$ cat src/pkg/gpio_bank_pkg.sv
/*
 * Constants for the general-purpose pin bank: register offsets, field
 * layout, reset values and pin numbering.
 * Assumes a 16-bit register port addressed by the printed offsets.
 */
package gpio_bank_pkg;

	// ***************************************************************
	// Widths
	// ***************************************************************
	localparam int ADDR_W    = 16;
	localparam int DATA_W    = 16;
	localparam int NUM_PINS  = 17;
	localparam int LOW_PINS  = 16;
	localparam int CFG_W     = 15;
	localparam int HIGH_BIT  = 0;

	// ***************************************************************
	// Register offsets
	// ***************************************************************
	localparam logic [15:0] OFF_INPUT_LEVEL_LOW    = 16'h4700;
	localparam logic [15:0] OFF_INPUT_LEVEL_HIGH   = 16'h4702;
	localparam logic [15:0] OFF_OUTPUT_LEVEL_HIGH  = 16'h4704;
	localparam logic [15:0] OFF_OUTPUT_LEVEL_LOW   = 16'h4706;
	localparam logic [15:0] OFF_OUTPUT_SET_HIGH    = 16'h4708;
	localparam logic [15:0] OFF_OUTPUT_SET_LOW     = 16'h470a;
	localparam logic [15:0] OFF_OUTPUT_CLEAR_HIGH  = 16'h470c;
	localparam logic [15:0] OFF_OUTPUT_CLEAR_LOW   = 16'h470e;
	localparam logic [15:0] OFF_PIN_CONFIGURATION  = 16'h4712;
	localparam logic [15:0] OFF_DIRECTION_HIGH     = 16'h4714;
	localparam logic [15:0] OFF_DIRECTION_LOW      = 16'h4716;
	localparam logic [15:0] OFF_DIRECTION_SET_HIGH = 16'h4718;

	// ***************************************************************
	// Reset values
	// ***************************************************************
	localparam logic [14:0] CFG_RESET      = 15'h2000;
	localparam logic [15:0] LOW_RESET      = 16'h0000;
	localparam logic        HIGH_RESET     = 1'b0;
	localparam logic [15:0] RDATA_IDLE     = 16'h0000;
	localparam logic [16:0] PINS_RESET     = 17'h0_0000;

	// ***************************************************************
	// Two-wire serial bus pins, open-drain under their alternate use
	// ***************************************************************
	localparam int SDA_PIN = 1;
	localparam int SCL_PIN = 2;

endpackage

$ cat src/hw/pin_sync.sv
/*
 * Two-flop synchroniser for a group of pin inputs.
 * Assumes the inputs are asynchronous to clk; only the second stage is
 * read outside this module.
 */
`timescale 1ns/1ns

module pin_sync
#(
	parameter int WIDTH = 1
)
(
	// Clock and reset
	input  wire logic             clk,
	input  wire logic             rst_sync_b,
	// Levels
	input  wire logic [WIDTH-1:0] async_in,
	output      logic [WIDTH-1:0] sync_out
);

	logic [WIDTH-1:0] meta_r;

	// First stage is read by the second stage only
	always_ff @(posedge clk or negedge rst_sync_b)
	begin
		if (!rst_sync_b)
		begin
			meta_r   <= '0;
			sync_out <= '0;
		end
		else
		begin
			meta_r   <= async_in;
			sync_out <= meta_r;
		end
	end

endmodule

$ cat src/hw/gpio_data_direction_bank.sv
/*
 * Register bank of a 17-pin general-purpose port: pin configuration,
 * sampled input levels, output latch with set and clear strobes, and
 * direction latch with a set strobe for the top pin.
 * Assumes a register master on clk, asynchronous pin inputs, and an
 * outside decoder that turns the configuration mode into alt_en.
 */

// How it works
// RULE1: Low input register reads synchronised pins 0-15
// RULE2: High input register bit 0 is pin 16
// RULE3: Output latch is read/write, reads latch not pin
// RULE4: Low set strobe sets latch bits written one
// RULE5: High set strobe bit 0 sets pin 16
// RULE6: Low clear strobe clears latch bits written one
// RULE7: High clear strobe bit 0 clears pin 16
// RULE8: Direction latch read/write; one enables the driver
// RULE9: High direction set bit 0 enables pin 16
// RULE10: Alternate outputs push-pull except two-wire pins
// RULE11: Fifteen-bit mode field, resets to 0x2000
// RULE12: Reset clears latches; strobe registers read zero

`timescale 1ns/1ns

module gpio_data_direction_bank
	import gpio_bank_pkg::*;
(
	// Clock and reset
	input  wire logic                clk,
	input  wire logic                rst_b,
	// Register port
	input  wire logic [ADDR_W-1:0]   reg_addr,
	input  wire logic [DATA_W-1:0]   reg_wdata,
	input  wire logic                reg_wr,
	input  wire logic                reg_rd,
	output      logic [DATA_W-1:0]   reg_rdata,
	// Package pins
	input  wire logic [NUM_PINS-1:0] pin_in,
	output      logic [NUM_PINS-1:0] pin_out,
	output      logic [NUM_PINS-1:0] pin_oe,
	// Alternate peripheral functions
	input  wire logic [NUM_PINS-1:0] alt_en,
	input  wire logic [NUM_PINS-1:0] alt_out,
	input  wire logic [NUM_PINS-1:0] alt_oe,
	output      logic [NUM_PINS-1:0] alt_in,
	output      logic [CFG_W-1:0]    cfg_mode
);

	// ***************************************************************
	// Helpers
	// ***************************************************************

	// Full-address match, shared by every write decode; the read path decodes with a case
	function automatic logic hit(input logic [ADDR_W-1:0] addr,
	                             input logic [ADDR_W-1:0] offs);
		hit = (addr == offs);
	endfunction

	// Apply a write-one-to-set or write-one-to-clear strobe
	function automatic logic [LOW_PINS-1:0] w1_apply(
		input logic [LOW_PINS-1:0] cur,
		input logic [LOW_PINS-1:0] mask,
		input logic                set);
		if (set)
			w1_apply = cur | mask;
		else
			w1_apply = cur & ~mask;
	endfunction

	// One-bit form for the pin-16 strobes; a zero leaves the bit alone
	function automatic logic w1_bit(
		input logic cur,
		input logic strobe,
		input logic set);
		if (strobe)
			w1_bit = set;
		else
			w1_bit = cur;
	endfunction

	// ***************************************************************
	// Reset release
	// ***************************************************************
	logic rst_meta_b_r;
	logic rst_sync_b;

	// Asserts at once, releases two edges later
	always_ff @(posedge clk or negedge rst_b)
	begin
		if (!rst_b)
		begin
			rst_meta_b_r <= 1'b0;
			rst_sync_b   <= 1'b0;
		end
		else
		begin
			rst_meta_b_r <= 1'b1;
			rst_sync_b   <= rst_meta_b_r;
		end
	end

	// ***************************************************************
	// Pin input sampling
	// ***************************************************************
	logic [NUM_PINS-1:0] pin_level;

	pin_sync
	#(
		.WIDTH (NUM_PINS)
	)
	u_pin_sync
	(
		.clk        (clk),
		.rst_sync_b (rst_sync_b),
		.async_in   (pin_in),
		.sync_out   (pin_level)
	);

	// Peripherals see the same sampled level as software
	assign alt_in = pin_level;

	// ***************************************************************
	// Write decode
	// ***************************************************************
	logic wr_out_low;
	logic wr_out_high;
	logic wr_set_low;
	logic wr_set_high;
	logic wr_clr_low;
	logic wr_clr_high;
	logic wr_cfg;
	logic wr_dir_low;
	logic wr_dir_high;
	logic wr_dirset_high;

	assign wr_out_low     = reg_wr && hit(reg_addr, OFF_OUTPUT_LEVEL_LOW);
	assign wr_out_high    = reg_wr && hit(reg_addr, OFF_OUTPUT_LEVEL_HIGH);
	assign wr_set_low     = reg_wr && hit(reg_addr, OFF_OUTPUT_SET_LOW);
	assign wr_set_high    = reg_wr && hit(reg_addr, OFF_OUTPUT_SET_HIGH);
	assign wr_clr_low     = reg_wr && hit(reg_addr, OFF_OUTPUT_CLEAR_LOW);
	assign wr_clr_high    = reg_wr && hit(reg_addr, OFF_OUTPUT_CLEAR_HIGH);
	assign wr_cfg         = reg_wr && hit(reg_addr, OFF_PIN_CONFIGURATION);
	assign wr_dir_low     = reg_wr && hit(reg_addr, OFF_DIRECTION_LOW);
	assign wr_dir_high    = reg_wr && hit(reg_addr, OFF_DIRECTION_HIGH);
	assign wr_dirset_high = reg_wr && hit(reg_addr, OFF_DIRECTION_SET_HIGH);

	// ***************************************************************
	// Pin configuration
	// ***************************************************************
	logic [CFG_W-1:0] cfg_r;

	always_ff @(posedge clk or negedge rst_sync_b)
	begin
		if (!rst_sync_b)
			cfg_r <= CFG_RESET; // RULE11
		else if (wr_cfg)
			cfg_r <= reg_wdata[CFG_W-1:0]; // RULE11
	end

	// Decoding to alternate functions lives outside; pulls are untouched
	assign cfg_mode = cfg_r;

	// ***************************************************************
	// Output latch, pins 0-15
	// ***************************************************************
	logic [LOW_PINS-1:0] out_low_r;
	logic [LOW_PINS-1:0] out_low_nxt;

	always_comb
	begin
		out_low_nxt = out_low_r;
		if (wr_out_low)
			out_low_nxt = reg_wdata[LOW_PINS-1:0]; // RULE3
		else if (wr_set_low)
			out_low_nxt = w1_apply(out_low_r,
			                       reg_wdata[LOW_PINS-1:0], 1'b1); // RULE4
		else if (wr_clr_low)
			out_low_nxt = w1_apply(out_low_r,
			                       reg_wdata[LOW_PINS-1:0], 1'b0); // RULE6
	end

	always_ff @(posedge clk or negedge rst_sync_b)
	begin
		if (!rst_sync_b)
			out_low_r <= LOW_RESET; // RULE12
		else
			out_low_r <= out_low_nxt;
	end

	// ***************************************************************
	// Output latch, pin 16
	// ***************************************************************
	logic out_high_r;
	logic out_high_nxt;

	always_comb
	begin
		out_high_nxt = out_high_r;
		if (wr_out_high)
			out_high_nxt = reg_wdata[HIGH_BIT]; // RULE3
		else if (wr_set_high)
			out_high_nxt = w1_bit(out_high_r,
			                      reg_wdata[HIGH_BIT], 1'b1); // RULE5
		else if (wr_clr_high)
			out_high_nxt = w1_bit(out_high_r,
			                      reg_wdata[HIGH_BIT], 1'b0); // RULE7
	end

	always_ff @(posedge clk or negedge rst_sync_b)
	begin
		if (!rst_sync_b)
			out_high_r <= HIGH_RESET; // RULE12
		else
			out_high_r <= out_high_nxt;
	end

	// ***************************************************************
	// Direction latch
	// ***************************************************************
	logic [LOW_PINS-1:0] dir_low_r;
	logic                dir_high_r;

	always_ff @(posedge clk or negedge rst_sync_b)
	begin
		if (!rst_sync_b)
			dir_low_r <= LOW_RESET; // RULE12
		else if (wr_dir_low)
			dir_low_r <= reg_wdata[LOW_PINS-1:0]; // RULE8
	end

	always_ff @(posedge clk or negedge rst_sync_b)
	begin
		if (!rst_sync_b)
			dir_high_r <= HIGH_RESET; // RULE12
		else if (wr_dir_high)
			dir_high_r <= reg_wdata[HIGH_BIT]; // RULE8
		else if (wr_dirset_high)
			dir_high_r <= w1_bit(dir_high_r,
			                     reg_wdata[HIGH_BIT], 1'b1); // RULE9
	end

	// ***************************************************************
	// Pin drivers
	// ***************************************************************
	logic [NUM_PINS-1:0] latch_out;
	logic [NUM_PINS-1:0] latch_oe;
	logic [NUM_PINS-1:0] pin_out_nxt;
	logic [NUM_PINS-1:0] pin_oe_nxt;

	assign latch_out = {out_high_r, out_low_r};
	assign latch_oe  = {dir_high_r, dir_low_r}; // RULE8

	genvar gi;
	generate
		for (gi = 0; gi < NUM_PINS; gi++)
		begin : g_pin
			if (gi == SDA_PIN || gi == SCL_PIN)
			begin : g_open_drain
				// Under alt_en bus pins only pull low; the line idles high
				always_comb
				begin
					if (alt_en[gi])
					begin
						pin_out_nxt[gi] = 1'b0; // RULE10
						pin_oe_nxt[gi]  = alt_oe[gi] & ~alt_out[gi];
					end
					else
					begin
						pin_out_nxt[gi] = latch_out[gi];
						pin_oe_nxt[gi]  = latch_oe[gi];
					end
				end
			end
			else
			begin : g_push_pull
				always_comb
				begin
					if (alt_en[gi])
					begin
						pin_out_nxt[gi] = alt_out[gi]; // RULE10
						pin_oe_nxt[gi]  = alt_oe[gi];
					end
					else
					begin
						pin_out_nxt[gi] = latch_out[gi];
						pin_oe_nxt[gi]  = latch_oe[gi];
					end
				end
			end
		end
	endgenerate

	// Registered so the pads see no decode glitches, at one cycle cost
	always_ff @(posedge clk or negedge rst_sync_b)
	begin
		if (!rst_sync_b)
		begin
			pin_out <= PINS_RESET;
			pin_oe  <= PINS_RESET; // RULE12
		end
		else
		begin
			pin_out <= pin_out_nxt;
			pin_oe  <= pin_oe_nxt;
		end
	end

	// ***************************************************************
	// Read path
	// ***************************************************************
	logic [DATA_W-1:0] rdata_nxt;

	always_comb
	begin
		rdata_nxt = RDATA_IDLE;
		case (reg_addr)
			OFF_INPUT_LEVEL_LOW:
				rdata_nxt = pin_level[LOW_PINS-1:0]; // RULE1
			OFF_INPUT_LEVEL_HIGH:
				rdata_nxt[HIGH_BIT] = pin_level[LOW_PINS]; // RULE2
			OFF_OUTPUT_LEVEL_LOW:
				rdata_nxt = out_low_r; // RULE3
			OFF_OUTPUT_LEVEL_HIGH:
				rdata_nxt[HIGH_BIT] = out_high_r; // RULE3
			OFF_PIN_CONFIGURATION:
				rdata_nxt[CFG_W-1:0] = cfg_r; // RULE11
			OFF_DIRECTION_LOW:
				rdata_nxt = dir_low_r; // RULE8
			OFF_DIRECTION_HIGH:
				rdata_nxt[HIGH_BIT] = dir_high_r; // RULE8
			// Strobe registers and unmapped offsets read zero
			default:
				rdata_nxt = RDATA_IDLE; // RULE12
		endcase
	end

	// Data valid only in the cycle after the read strobe
	always_ff @(posedge clk or negedge rst_sync_b)
	begin
		if (!rst_sync_b)
			reg_rdata <= RDATA_IDLE;
		else if (reg_rd)
			reg_rdata <= rdata_nxt;
		else
			reg_rdata <= RDATA_IDLE;
	end

endmodule

$ cat config.mk
export PLATFORM = sky130hd
export DESIGN_NAME = gpio_data_direction_bank
export DESIGN_NICKNAME = d
export VERILOG_FILES = /design/src/pkg/gpio_bank_pkg.sv /design/src/hw/pin_sync.sv /design/src/hw/gpio_data_direction_bank.sv
export SDC_FILE = /design/constraint.sdc
export NUM_CORES = 1
export LEC_CHECK = 0
export ABC_AREA = 1
export CAP_MARGIN = 10
export CORE_MARGIN = 3
export CORE_UTILIZATION = 30
export DETAILED_ROUTE_END_ITERATION = 6
export DONT_BUFFER_PORTS = 1
export GPL_TIMING_DRIVEN = 0
export PLACE_DENSITY = 0.51
export SLEW_MARGIN = 20
export SYNTH_ARGS = -nofsm -noshare
export SYNTH_HDL_FRONTEND = slang
export SYNTH_SLANG_ARGS = --single-unit
export TNS_END_PERCENT = 5
$ cat constraint.sdc
create_clock -name clk -period 7.6 [get_ports clk]
set_input_delay 1.52 -clock clk [delete_from_list [all_inputs] [get_ports clk]]
set_output_delay 1.52 -clock clk [all_outputs]
set_load 0.01 [all_outputs]
Yosys cells after proc, flatten, opt, wreduce, memory -nomap -nowiden. Cells that the tools add are included.

Flip-flop bits (word level): 135. Bits of input ports: 104. Output and inout bits: 82. Logic and storage cells: 97.

Muxes and demuxes: 48. Eq/ne operators: 14. Reduce and logical (&&, ||, !) cells: 16. Bitwise operators: 7.

Operators by type and width (number): $eq A16 B15 Y1 const B (12); $mux W16 (4); $pmux W14 S4 (1); $mux W1 (41); $and A16 B16 Y16 (1); $not A16 Y16 (1); $or A16 B16 Y16 (1); $logic_and A1 B1 Y1 (10); $pmux W1 S7 (1); $ne A3 B3 Y1 const B (2); $reduce_bool A3 Y1 (2); $reduce_bool A2 Y1 (2); $pmux W1 S3 (1); $reduce_and A3 Y1 (1); $and A1 B1 Y1 (2); $not A1 Y1 (2); $reduce_and A2 Y1 (1).

Longest topological paths before layout.
Depth in word-level cells: 5. Mapped depth: 12. Depth with buffers taken out: 12.

Cells and area by module. Synthesis repeated with hierarchy kept, for this count alone.

Cells, all modules: 558. Area total of the unflattened synthesis: 5410.2 um2.

By module, submodules not included: gpio_data_direction_bank (sequential area each 2528.7 um2, times used 1, cells each 524, area each 4559.4 um2); pin_sync (sequential area each 850.8 um2, times used 1, cells each 34, area each 850.8 um2).

Worst setup path after synthesis. OpenSTA, ideal clock, no wires.

Path kind: input -> register. From: input port reg_addr[4]. To: register (tool-made name). Path buffers: 1. Setup time: 118 ps. Arrival: 2553 ps. Data required time: 7482 ps. Slack: 4929 ps. Stages: 8. Cells stage by stage: or2_4 -> nor2_8 -> nand4_4 -> nor2_4 -> buf_6 -> nand2_1 -> nand3_1 -> nand2_1.

RTL lines: from (decl) (line gpio_data_direction_bank.sv:32) `input wire logic [ADDR_W-1:0] reg_addr,`.

Final worst setup path.
From: input port reg_addr[3]. To: register reg_rdata[10].

Word-level cells in the longest chain between the ends: 3. Elaborated cells between the ends (all ways): 6. Those cells by class: eq/ne: 4; mux: 2.

Ends and longest elaborated chain: $eq A16 B15 Y1 (line gpio_data_direction_bank.sv:316) `case (reg_addr)`; $pmux W14 S4 (*) (line gpio_data_direction_bank.sv:316); $mux W16 (*) (line gpio_data_direction_bank.sv:342) `else if (reg_rd)`; to (signal assigned) (line gpio_data_direction_bank.sv:343) `reg_rdata <= rdata_nxt;`; to (decl) (line gpio_data_direction_bank.sv:36) `output logic [DATA_W-1:0] reg_rdata,`.

Mark *: on every way between the ends. The rest lies on a longest branch, timed or not. A chain may end at the register's enable or synchronous reset.

==> results.json <==
{
  "status": "finished, final reports clean",
  "synth_seq_area_share_pct": 62.21,
  "p_per_area_nw_per_um2": 244.9,
  "pre_cts_slack_ps": 4490,
  "timing_worst_setup_path_type": "in2reg",
  "setup_viol": 0,
  "grt_pass1_wl_um": 23650,
  "r2r-end": "reg_rdata[10]",
  "holdBufCountCts": 0,
  "finalWirelength_um": 15550,
  "p_clk_share_pct": 48.7,
  "globalplace.congestion": 0.7891,
  "rsz0062_at_grt": "false",
  "netlist-cell-type-count": 32,
  "cts_resized": 0,
  "worstRegToRegCells": 4,
  "postCtsSetupRepairBufs": 0,
  "min_period_ps": 2653,
  "cp.required_ps": 7950,
  "die_w_um": 140.6,
  "cts_root_buffer": "clkbuf_16",
  "start_util_pct": 30.98,
  "numClockSinks": 135,
  "syn_area_per_cell_um2": 9.701,
  "fp.dieH_um": 140.6,
  "area.growth.synth_to_final_pct": 16.14,
  "initialDrtViolationCount": 237,
  "setup_tns_ps": 0,
  "h-tree-depth": 4,
  "fin_cells": 820,
  "syn_area_um2": 5433,
  "layout.nets": 685,
  "place_area_um2": 5773,
  "power.switching_mw": 0.3319,
  "dr.pass1.iters": 4,
  "rr_startpoint": "u_pin_sync.sync_out[10]",
  "viasPerCell": 4.661,
  "grt_max_degree": 53,
  "cp-startpoint": "reg_addr[3]",
  "grt_overflow": 0,
  "fill_cells": 1815,
  "synth_nets": 664,
  "synth_warnings": 0,
  "port_buffers": 0,
  "crit_path_end_kind": "flop",
  "reg2reg_slack_ps": 6540,
  "tightestPinTransition_ps": 698.4,
  "vdd.ir_drop.worst_mv": 0.1484,
  "rows": 48,
  "slew_headroom_pct": 53.44,
  "antenna_found_initial": 2,
  "clockBufferDepth": 2,
  "dr_total_vias": 3822,
  "crit_arrival_ps": 3000,
  "clk_pin_slew_worst_paths_ps": 60,
  "maxCapViolCount": 0,
  "fin_skew_ps": 10.86,
  "power_frac_seq_pct": 49.1,
  "wl_per_cell_um": 18.96,
  "p_int_mw": 1.213,
  "max_freq_ghz": 0.3770,
  "endpoint": "reg_rdata[10]",
  "ios": 186,
  "place_inst": 787,
  "final-hold-violation-count": 0,
  "drv_slew": 0,
  "seq_area_um2": 3383,
  "fin_ws_ps": 4947,
  "final_antenna_net_count": 0,
  "cts_tree": "built",
  "synth-seq-cells": 135,
  "multiInputGateArea_um2": 1709,
  "grt_pass1_vias": 4051,
  "post-route-drc-count": 0,
  "leakage_nw": 2.942,
  "drive_above_1_share_pct": 13.30,
  "fin_crit_sh_pct": 34.90,
  "swShare_pct": 21.48,
  "core_area_um2": 17540,
  "hp-class": "reg2async",
  "synth_cells": 560,
  "final_area_um2": 6310,
  "worstSkewPairLatency_ps": 420,
  "cp-start-kind": "input pin",
  "hpwl_um": 11370,
  "comb_power_share_pct": 2.3,
  "crit_fanout": 10,
  "cts_buffers": 17,
  "die-area_um2": 19760,
  "grt_util_all_layers_pct": 16.02
}
## worst min-delay path by stage
stage / to / slack, ps / depth (start not counted)
finish: cfg_mode[12] / 330 / 0
global route: u_pin_sync.sync_out[16] / 350 / 0
CTS: cfg_mode[12] / 350 / 0
detailed placement: u_pin_sync.sync_out[15] / 330 / 0
global placement: u_pin_sync.sync_out[10] / 330 / 0
floorplan: rst_sync_b / 330 / 0
## power by group through the flow
stage	Clock, mW	Sequential (mW)	Combinational [mW]
5_1_grt	0.807	0.761	0.0414
2_1_floorplan	0	0.773	0.0189
3_3_place_gp	0	0.780	0.0216
6_report	0.752	0.759	0.0350
3_5_place_dp	0	0.772	0.0362
4_1_cts	0.771	0.759	0.0363
## metal layers
layer | global-route usage (%) | vias to the layer above | part of all wire (%)
li1 | - | 1834 | -
met1 | 19.27 | 1842 | 40
met2 | 26.76 | 129 | 50
met3 | 6.649 | 15 | 8.2
met4 | 3.978 | 2 | 1.3
met5 | 0 | - | 0.084
## cell usage after synthesis, drive strengths merged
cell type  instances  area, um2
nand4              9      92.59
nand2            148      570.6
o22ai              7      43.79
dfrtp            134       3353
o21ai             79      406.6
nand3b             2      15.01
inv               64      240.2
nand3             38      205.2
mux2               4      45.04
nor2              52      287.8
o211ai             1      12.51
dfstp              1      26.28
conb               1      3.750
o31ai              1      7.510
or2                1      8.760
clkbuf             4      15.01
buf               12      88.82
a21oi              2      10.01
## cells in the final DEF, fill, tap and decap left out, types with 2 or more instances in the layout
| master | count |
|---|---|
| nand2_1 | 144 |
| dfrtp_1 | 133 |
| inv_1 | 60 |
| o21ai_0 | 53 |
| nand3_1 | 35 |
| nor2_1 | 34 |
| o21ai_1 | 25 |
| clkbuf_16 | 17 |
| nor2_2 | 12 |
| clkbuf_1 | 11 |
| o22ai_1 | 7 |
| nand4_1 | 6 |
| buf_2 | 5 |
| clkinv_2 | 5 |
| nor2_4 | 4 |
| inv_2 | 4 |
| buf_6 | 4 |
| mux2_2 | 4 |
| nand2_2 | 3 |
| nand3_2 | 3 |
| nor2_8 | 2 |
| buf_4 | 2 |
| nand3b_1 | 2 |
| nand4_4 | 2 |
| a21oi_1 | 2 |
| clkbuf_8 | 2 |
| buf_16 | 2 |
## kinds of logic after synthesis
family,share of synthesized area (%)
muxes,0.8291
DFF,62.21
other,0.06903
buffers and inverters,6.333
AOI/OAI and AO/OA,8.844
and+or+nand+nor,21.72
## through the flow
step	hold slack, ps	util [%]	power (mW)
floorplan	331.2	-	0.7918
global placement	331.7	32.58	0.8021
detailed placement	334.7	32.92	0.8084
CTS	346.2	35.97	1.567
global route	351.0	35.98	1.609
finish	326.2	35.98	1.545
## cell type report
class | count | area share, %
antenna | 1 | 0.03966
buffer | 16 | 1.646
clock buffer | 26 | 7.595
clock inverter | 6 | 0.8725
inverter | 64 | 3.807
multi-input combinational | 345 | 27.09
sequential | 135 | 53.62
tap | 225 | 4.462
timing repair buffer | 2 | 0.8725
## worst max-delay path, cell delays in order
cell,delay [ps]
inv_2,90
nand2_1,120
nor2_4,270
nand3_2,300
buf_2,330
o21ai_0,180
nor2_1,100
nor2_2,80
Note: power is estimated with default switching activity, not from simulation.
